`config.mk`:
```
export PLATFORM = sky130hd
export DESIGN_NAME = usb_endpoint_pipe_regs
export DESIGN_NICKNAME = d
export VERILOG_FILES = /design/src/usb_pipe_regs_pkg.sv /design/src/ep_mask_mem.sv /design/src/event_irq.sv /design/src/usb_endpoint_pipe_regs.sv
export VERILOG_INCLUDE_DIRS = /design/src
export SDC_FILE = /design/constraint.sdc
export NUM_CORES = 1
export LEC_CHECK = 0
export ABC_AREA = 0
export BUFFER_PORTS_ARGS = -buffer_cell sky130_fd_sc_hd__buf_4
export CAP_MARGIN = 20
export CORE_UTILIZATION = 40
export DETAILED_ROUTE_END_ITERATION = 10
export SLEW_MARGIN = 30
export SYNTH_ARGS = -nofsm -noshare
export SYNTH_HDL_FRONTEND = slang
export SYNTH_HIERARCHICAL = 1
export SYNTH_SLANG_ARGS = --single-unit
```
`constraint.sdc`:
```
create_clock -name clk -period 9.6 [get_ports clk]
set_input_delay 0 -clock clk [delete_from_list [all_inputs] [get_ports clk]]
set_output_delay 0 -clock clk [all_outputs]
set_load 0.005 [all_outputs]
```
`src/usb_pipe_regs_map.svh`:
```
// Purpose: Offsets, field positions, reset values and codes of the
//          endpoint clear view and host pipe address register slice.
// Assumes: Included by bare name; definitions only.
// Notes:   Byte offsets on a 32-bit APB, one register per word.
// Operation
// - Clear view acts only on isochronous endpoints
// - Clear view always reads back as zero
// - One clears mask bit, zero leaves it
// - Separate clear bits at 10 and 16
// - Four 7-bit pipe addresses, reset zero
// - USB reset request zeroes all pipe addresses
`ifndef USB_PIPE_REGS_MAP_SVH
`define USB_PIPE_REGS_MAP_SVH

// Number of endpoints that own a clear view and a mask word
`define EP_COUNT 10
// Register offsets
`define CLR_BASE 12'h1F0
`define MASK_BASE 12'h220
`define CFG_BASE 12'h100
`define PIPE_ADDR_OFS 12'h428
`define IRQ_STAT_OFS 12'h500
`define IRQ_MASK_OFS 12'h504
// Endpoint type field inside the configuration word
`define TYPE_LSB 11
`define TYPE_ISO 2'h1
// Clear bits named out in the clear view
`define ERR_CLR_BIT 10
`define DMA_DIS_CLR_BIT 16
// Pipe address layout: live bits only
`define PIPE_LIVE_MASK 32'h7F7F_7F7F
`define PIPE_ADDR_RESET 32'h0000_0000
`define MASK_RESET 32'h0000_0000
// Interrupt event bits
`define EV_COUNT 2
`define EV_IGNORED 0
`define EV_USB_RESET 1

`endif

```
`src/usb_pipe_regs_pkg.sv`:
```
// Purpose: Types and shared decode helpers of the register slice.
// Assumes: Offsets come from usb_pipe_regs_map.svh.
// Notes:   Nothing here is imported; users write the package name.
`include "usb_pipe_regs_map.svh"
package usb_pipe_regs_pkg;
   // Bus sequencer states
   typedef enum logic [0:0] {
      ST_IDLE = 1'b0,
      ST_STEP = 1'b1
   } bus_state_e;

   // True when addr lies in the endpoint word array at base
   function automatic logic ep_hit(input logic [11:0] addr, input logic [11:0] base);
      logic [11:0] d;
      d = addr - base;
      return (addr >= base) && (d < 12'(4 * `EP_COUNT)) && (addr[1:0] == 2'h0);
   endfunction

   // Endpoint number of a word inside the array at base
   function automatic logic [3:0] ep_index(input logic [11:0] addr, input logic [11:0] base);
      logic [11:0] d;
      d = addr - base;
      return d[5:2];
   endfunction
endpackage
```
`src/ep_mask_mem.sv`:
```
// Purpose: Endpoint interrupt mask words, one per endpoint.
// Assumes: One write and one read port, read data registered.
// Notes:   Reset clears every word so masks start disabled.
`timescale 1ns/1ps
`default_nettype none
`include "usb_pipe_regs_map.svh"
module ep_mask_mem (
   input wire logic clk,
   input wire logic rst,
   input wire logic wr_en,
   input wire logic [3:0] wr_addr,
   input wire logic [31:0] wr_data,
   input wire logic rd_en,
   input wire logic [3:0] rd_addr,
   output logic [31:0] rd_data
);
   // Storage words
   logic [31:0] words [0:`EP_COUNT-1];

   // Write port; reset walks all words to the reset value
   always_ff @(posedge clk) begin
      if (rst) begin
         for (int i = 0; i < `EP_COUNT; i++) begin
            words[i] <= `MASK_RESET;
         end
      end else if (wr_en) begin
         words[wr_addr] <= wr_data;
      end
   end

   // Read port, one cycle latency
   always_ff @(posedge clk) begin
      if (rst) begin
         rd_data <= 32'h0000_0000;
      end else if (rd_en) begin
         rd_data <= words[rd_addr];
      end
   end
endmodule
`default_nettype wire

```
`src/event_irq.sv`:
```
// Purpose: Sticky event status, mask and one level interrupt.
// Assumes: Status bits clear by writing one.
// Notes:   A new event in the clearing cycle stays set.
`timescale 1ns/1ps
`default_nettype none
`include "usb_pipe_regs_map.svh"
module event_irq (
   input wire logic clk,
   input wire logic rst,
   input wire logic [`EV_COUNT-1:0] events,
   input wire logic clr_we,
   input wire logic [`EV_COUNT-1:0] clr_data,
   input wire logic mask_we,
   input wire logic [`EV_COUNT-1:0] mask_data,
   output logic [`EV_COUNT-1:0] status,
   output logic [`EV_COUNT-1:0] mask,
   output logic irq
);
   // Sticky status; the set term is applied after the clear so it wins
   always_ff @(posedge clk) begin
      if (rst) begin
         status <= '0;
      end else begin
         status <= (status & ~(clr_we ? clr_data : '0)) | events;
      end
   end

   // Mask written by software
   always_ff @(posedge clk) begin
      if (rst) begin
         mask <= '0;
      end else if (mask_we) begin
         mask <= mask_data;
      end
   end

   // Level output from a flop, one cycle behind the status
   always_ff @(posedge clk) begin
      if (rst) begin
         irq <= 1'b0;
      end else begin
         irq <= |(status & mask);
      end
   end
endmodule
`default_nettype wire

```
`src/usb_endpoint_pipe_regs.sv`:
```
// Purpose: APB register slice: isochronous endpoint mask clear view,
//          endpoint type words, host pipe 4..7 address word, events.
// Assumes: APB3 master; paddr and pwdata held through the access.
// Notes:   Every access answers two cycles after its first access edge.
//
// Chosen here: the APB slave port.
`timescale 1ns/1ps
`default_nettype none
`include "usb_pipe_regs_map.svh"
module usb_endpoint_pipe_regs (
   input wire logic clk,
   input wire logic rst,
   input wire logic psel,
   input wire logic penable,
   input wire logic pwrite,
   input wire logic [11:0] paddr,
   input wire logic [31:0] pwdata,
   output logic [31:0] prdata,
   output logic pready,
   output logic pslverr,
   input wire logic usb_reset_req,
   output logic [31:0] pipe_device_addresses,
   output logic irq
);
   // Sequencer state
   usb_pipe_regs_pkg::bus_state_e state;
   // Every access cycle of a transfer not yet answered
   logic start;
   // Address decode
   logic clr_hit, mask_hit, cfg_hit, pipe_hit, stat_hit, imask_hit, any_hit;
   // Endpoint number of the addressed word
   logic [3:0] idx;
   // Endpoint type per endpoint
   logic [1:0] ep_type [0:`EP_COUNT-1];
   // Addressed endpoint is isochronous
   logic is_iso;
   // Mask memory ports
   logic mem_we;
   logic [31:0] mem_wdata;
   logic [31:0] mem_rdata;
   // Answer values
   logic [31:0] next_prdata;
   // Write strobe in the answering cycle
   logic step_wr;
   // Event pulses and interrupt registers
   logic [`EV_COUNT-1:0] events;
   logic [`EV_COUNT-1:0] ev_status;
   logic [`EV_COUNT-1:0] ev_mask;

   // pready in the term stops a held access from starting a second time
   assign start = psel && penable && !pready;

   // Decode the held address
   always_comb begin
      clr_hit = usb_pipe_regs_pkg::ep_hit(paddr, `CLR_BASE);
      mask_hit = usb_pipe_regs_pkg::ep_hit(paddr, `MASK_BASE);
      cfg_hit = usb_pipe_regs_pkg::ep_hit(paddr, `CFG_BASE);
      pipe_hit = (paddr == `PIPE_ADDR_OFS);
      stat_hit = (paddr == `IRQ_STAT_OFS);
      imask_hit = (paddr == `IRQ_MASK_OFS);
      any_hit = clr_hit || mask_hit || cfg_hit || pipe_hit || stat_hit || imask_hit;
   end

   // Endpoint number, taken from whichever array is hit
   always_comb begin
      if (clr_hit) begin
         idx = usb_pipe_regs_pkg::ep_index(paddr, `CLR_BASE);
      end else if (mask_hit) begin
         idx = usb_pipe_regs_pkg::ep_index(paddr, `MASK_BASE);
      end else if (cfg_hit) begin
         idx = usb_pipe_regs_pkg::ep_index(paddr, `CFG_BASE);
      end else begin
         idx = 4'h0;
      end
   end

   // Type check against the isochronous code
   assign is_iso = (ep_type[idx] == `TYPE_ISO);

   // Two-step sequencer: fetch the mask word, then answer
   // Fixed latency keeps the mask read-modify-write inside one step
   always_ff @(posedge clk) begin
      if (rst) begin
         state <= usb_pipe_regs_pkg::ST_IDLE;
      end else begin
         unique case (state)
            usb_pipe_regs_pkg::ST_IDLE: begin
               if (start) begin
                  state <= usb_pipe_regs_pkg::ST_STEP;
               end
            end
            usb_pipe_regs_pkg::ST_STEP: begin
               state <= usb_pipe_regs_pkg::ST_IDLE;
            end
         endcase
      end
   end

   // Step cycle write strobe; every write effect keys off it exactly once
   assign step_wr = (state == usb_pipe_regs_pkg::ST_STEP) && pwrite;

   // Mask update: direct write, or clear-where-one on an iso endpoint.
   // A clear on another type is dropped rather than reinterpreted.
   always_comb begin
      mem_we = step_wr && (mask_hit || (clr_hit && is_iso));
      if (mask_hit) begin
         mem_wdata = pwdata;
      end else begin
         mem_wdata = mem_rdata & ~pwdata;
      end
   end

   // Mask words live in their own memory
   ep_mask_mem u_mask (
      .clk(clk),
      .rst(rst),
      .wr_en(mem_we),
      .wr_addr(idx),
      .wr_data(mem_wdata),
      .rd_en(start),
      .rd_addr(idx),
      .rd_data(mem_rdata)
   );

   // Endpoint type words
   // Only the type field is kept; other configuration bits read as zero
   always_ff @(posedge clk) begin
      if (rst) begin
         for (int i = 0; i < `EP_COUNT; i++) begin
            ep_type[i] <= 2'h0;
         end
      end else if (step_wr && cfg_hit) begin
         ep_type[idx] <= pwdata[`TYPE_LSB+1:`TYPE_LSB];
      end
   end

   // Pipe addresses; a USB reset request beats a software write
   // Reserved lanes are masked on the way in, so they can never read back
   always_ff @(posedge clk) begin
      if (rst) begin
         pipe_device_addresses <= `PIPE_ADDR_RESET;
      end else if (usb_reset_req) begin
         pipe_device_addresses <= `PIPE_ADDR_RESET;
      end else if (step_wr && pipe_hit) begin
         pipe_device_addresses <= pwdata & `PIPE_LIVE_MASK;
      end
   end

   // Events: ignored clear on a non-iso endpoint, USB reset applied
   // Bit 0 lets software see that a clear met an endpoint of another type
   always_comb begin
      events = '0;
      events[`EV_IGNORED] = step_wr && clr_hit && !is_iso;
      events[`EV_USB_RESET] = usb_reset_req;
   end

   // Sticky status, mask and level output of the event bits
   event_irq u_irq (
      .clk(clk),
      .rst(rst),
      .events(events),
      .clr_we(step_wr && stat_hit),
      .clr_data(pwdata[`EV_COUNT-1:0]),
      .mask_we(step_wr && imask_hit),
      .mask_data(pwdata[`EV_COUNT-1:0]),
      .status(ev_status),
      .mask(ev_mask),
      .irq(irq)
   );

   // Read data; the clear view has no readable state at all
   // Unmapped reads fall through to zero alongside the error
   always_comb begin
      next_prdata = 32'h0000_0000;
      if (!pwrite) begin
         if (clr_hit) begin
            next_prdata = 32'h0000_0000;
         end else if (mask_hit) begin
            next_prdata = mem_rdata;
         end else if (cfg_hit) begin
            next_prdata[`TYPE_LSB+1:`TYPE_LSB] = ep_type[idx];
         end else if (pipe_hit) begin
            next_prdata = pipe_device_addresses & `PIPE_LIVE_MASK;
         end else if (stat_hit) begin
            next_prdata[`EV_COUNT-1:0] = ev_status;
         end else if (imask_hit) begin
            next_prdata[`EV_COUNT-1:0] = ev_mask;
         end
      end
   end

   // Answer flops: ready for one cycle, error on unmapped addresses
   // prdata is forced to zero between answers so stale data never shows
   always_ff @(posedge clk) begin
      if (rst) begin
         pready <= 1'b0;
         pslverr <= 1'b0;
         prdata <= 32'h0000_0000;
      end else if (state == usb_pipe_regs_pkg::ST_STEP) begin
         pready <= 1'b1;
         pslverr <= !any_hit;
         prdata <= next_prdata;
      end else begin
         pready <= 1'b0;
         pslverr <= 1'b0;
         prdata <= 32'h0000_0000;
      end
   end
endmodule
`default_nettype wire

```
==> impl_results.md <==
- HPWL after DPL: roughly 45000 um
- CP Capture Type: flip-flop
- Buf/Inv on CP: 3
- Layout Skew: 0.0251 ns
- Achievable clock frequency: around 170 MHz
- Min-Delay Endpoint: pipe_device_addresses[0]$_SDFFE_PP0P_
- Final Hold Fails: 0
- Inserted Clock Buffers: 71
- Synthesized cell area: 0.0276 mm2
- Routability cong.: 0.800
- Global-route wire length before repair: 113000 um
- Hold Crit Class: in2reg
- Final setup TNS: 0 ns
- Startpoint Class: input pin
- Crit-path slowest cell: nand2b_2
- Buffers on Ports: around 110
- Reg-to-reg endpoint: u_mask/words[7][19]$_SDFFCE_PN0P_
- Leak: 10.5 nW
- Gr usage total: 0.218
- TritonCTS Sinks: roughly 640
- Worst skew pair latency: 0.61 ns
- Syn Area/Cell: ~13 um2
- Total grt overflow: 0
- Post-synth EDFFs: 544
- Synth Instances: between 2k and 2.5k
- Vias in the first global route: roughly 18k
- Core Rows: between 90 and 100
- RR Startpoint: ep_type[1][1]$_SDFFCE_PN0P_
- Die Y-Extent: about 260 um
- Die Area: roughly 0.07 mm2
- DRC viols: 0
- Post-synthesis async set-or-reset flop share: 0
- Synth Flop Type: edfxtp_1
- Setup Viol. Count Final: 0
- Largest net degree at the start of global routing: about 130
- CP arrival: between 5 and 6 ns
- Power, Total: around 6.0 mW
- Unrepaired setup endpoints after global routing: false
- R2r worst-path depth: 12
- N_diodes: 0
- Resized cells post-CTS: 0
- Placed Cells: a little over 3k
- Power Dens Cells: ~190 mW/mm2
- DRT Pass-1 Iters: 5
- Hold path start: usb_reset_req
- CTS clk-pin slew, worst paths: 0.06 ns
- Share of layout cells above drive strength 1: 0.145
- Max clock buf depth: 3
- WL final: roughly 77000 um
- Post-route minimum period: 5.75 ns
- Final-stage net count: roughly 2.4k
- Slowest stage delay, CP: just over 1 ns
- Required time of the worst setup path: between 9 and 10 ns
- Vias per cell: 5.51
- Ys Warns: 6
- Final std cells w/o fill: approximately 3.3k
- Outcome: finished, final reports clean
- Initial antenna violation count: 1
- Critical path cell sequence: dlygate4sd3_1 > buf_4 > or4_4 > nor3_4 > buf_4 > o211ai_1 > o21ai_4 > o211ai_1 > a22o_1 > or3b_1 > a21oi_1 > nand2b_4 > nor3b_2 > nand3_2 > nand2b_2
- DRT iter0 DRCs: about 1.7k
- H-tree Lvls: 3
- Worst vdd ir: 0.000113 V
- Cell variety after synth: 77
- Crit-path max FO: 37
- R2r setup slk: around 4.5 ns
- Final worst path period share: 0.599
- Vias: 18.0k
- CP top delay family: simple AND/OR/NAND/NOR gates
- Worst-margin pin slew: ~0.98 ns
- Hold Path Depth: 3
- Final antenna-violating net count: 0
- Initial Util: 0.407
- Chip Width: approximately 260 um
- Core Region: a little under 0.07 mm2
- WL/cell: roughly 24 um
- Area delta synth->final: 16.4%
- Sequential fraction of the synthesis area: 0.665
- CTS tree: done
- Crit Path Class: in2reg
- Max-cap viol count: 0
- Register bit count reported by yosys: 644
- Final Max Tran Viols: 0
- Normalized max-slew margin: 0.348
- # IOs: ~120
- Root Driver: clkbuf_16
==> cells in the final DEF (no fill, tap or decap), types with 5 or more instances in the layout <==
cell / instances
nor2b_1: 8
buf_4: 144
clkbuf_1: 20
clkbuf_8: 11
a21oi_2: 15
mux2i_1: 265
dfxtp_1: 100
and2_1: 7
a22o_1: 27
nand2_1: 258
and3_1: 7
o21ai_0: 34
nand3b_1: 6
nor2_1: 334
nand2b_1: 16
dlygate4sd3_1: 39
nand2_2: 27
clkinv_2: 10
nor2_4: 7
bufinv_16: 7
ha_1: 10
clkinv_1: 5
clkbuf_16: 73
a22oi_1: 65
nand2b_4: 6
a21oi_1: 90
nor3_1: 9
edfxtp_1: 544
inv_1: 43
inv_6: 5
nand3_1: 106
==> registers in the layout (all words and copies together), names as in the netlist <==
| name | cells |
|---|---|
| state | 1 |
| pready | 1 |
| u_irq/irq | 1 |
| pipe_device_addresses | 28 |
| prdata | 32 |
| pslverr | 1 |
| ep_type | 32 |
| u_mask/rd_data | 32 |
| u_irq/mask | 2 |
| u_irq/status | 2 |
| u_mask/words | 512 |
==> final cells by class <==
class / count / area [um2]
Timing Repair Buffer: 188 / 1590
Tap cell: 873 / 1090
Clock buffer: 104 / 2050
Sequential cell: 644 / 18300
Fill cell: 5883 / 35600
Multi-Input combinational cell: 1384 / 8510
Clock inverter: 27 / 327
Inverter: 45 / 171
==> cell usage after synthesis, types with 2 or more instances <==
cell	n	area share
a311oi_1	2	0.00064
or4_1	2	0.00054
clkbuf_1	55	0.0075
mux2i_1	265	0.096
buf_6	14	0.0057
a21o_1	2	0.00054
o2111ai_1	4	0.0013
nand3b_1	6	0.0016
o211ai_1	3	0.00082
or3_1	4	0.00091
or3b_1	2	0.00064
nor2b_1	11	0.0025
nand2b_1	25	0.0057
a2bb2oi_1	2	0.00064
edfxtp_1	544	0.59
mux4_2	2	0.0016
and2_1	8	0.0018
nor3_1	10	0.0018
dfxtp_1	100	0.073
a31oi_1	2	0.00045
mux2_2	2	0.00082
a22oi_1	65	0.018
a21oi_2	15	0.0048
nand2_1	258	0.035
a22o_1	27	0.0086
o21ai_0	35	0.0064
buf_4	26	0.0071
ha_1	10	0.0045
nor4_1	5	0.0011
nand3_1	110	0.020
and3_1	7	0.0016
a21oi_1	90	0.016
inv_1	43	0.0059
nor2_1	341	0.046
nand2_2	27	0.0061
or2_2	2	0.00045
buf_2	29	0.0053
buf_1	9	0.0012
o21ai_1	2	0.00036
==> kinds of logic after synthesis <==
kind of cell	Yosys count	share of synthesized area
AND/OR/NAND/NOR	832	0.132
flip-flops	644	0.665
multiplexers	270	0.0991
AO/OA/AOI/OAI	267	0.0652
buffers and inverters	179	0.0332
adder cells (fa/ha/maj)	10	0.00454
other	1	0.000136
XOR/XNOR	1	0.000318
==> how the worst max path moves through the flow <==
stage	start	end	slack (ns)	depth (start not counted)
after floorplan	paddr[6]	u_mask/words[13][0]$_DFFE_PP_	3.55	17
after global placement	paddr[5]	u_mask/words[8][17]$_SDFFCE_PN0P_	3.25	15
after detailed placement	paddr[5]	u_mask/words[8][17]$_SDFFCE_PN0P_	3.30	16
after CTS	paddr[11]	u_mask/words[8][18]$_SDFFCE_PN0P_	3.86	14
after global routing	paddr[5]	u_mask/words[3][19]$_SDFFCE_PN0P_	3.57	17
final	paddr[11]	u_mask/words[7][19]$_SDFFCE_PN0P_	3.85	15
==> metal layers <==
metal  share of wire  global-route usage
met1            0.43               0.298
met2            0.48               0.356
met3           0.067              0.0364
met4           0.022              0.0666
met5         0.00022                   0
==> power breakdown <==
| group | internal, mW | leakage [nW] | switching, mW |
|---|---|---|---|
| clock network | 1.68 | 1.17 | 1.09 |
| registers | 3.07 | 5.71 | 0.0211 |
| logic | 0.0657 | 3.58 | 0.119 |
| total | 4.81 | 10.5 | 1.23 |
==> per-stage QoR <==
stage,instance area [um2],worst slack [ns],hold slack [ns],utilization
after global routing,32100,3.57,0.0160,0.474
after global placement,29200,3.25,0.255,0.431
after floorplan,27600,3.55,0.0724,-
final,32100,3.85,0.00452,0.474
after CTS,32000,3.86,0.00577,0.473
after detailed placement,29200,3.30,0.258,0.432
==> worst register-to-register path, cell delays in order (launching register included) <==
cell,delay [ns]
edfxtp_1,0.42
a211oi_1,0.40
nand2b_1,0.16
a21oi_1,0.07
o21ai_0,0.21
a21oi_1,0.07
a22o_1,0.28
or3b_1,0.35
a21oi_1,0.53
nand2b_4,0.10
nor3b_2,0.32
nand3_2,0.72
nand2b_2,1.03
==> timing repair <==
action,CTS,global route
endpoints found under the hold margin,83,0
setup endpoints to repair,0,0
setup buffers,0,0
hold buffers,39,0
(Power assumes the default switching activity.)
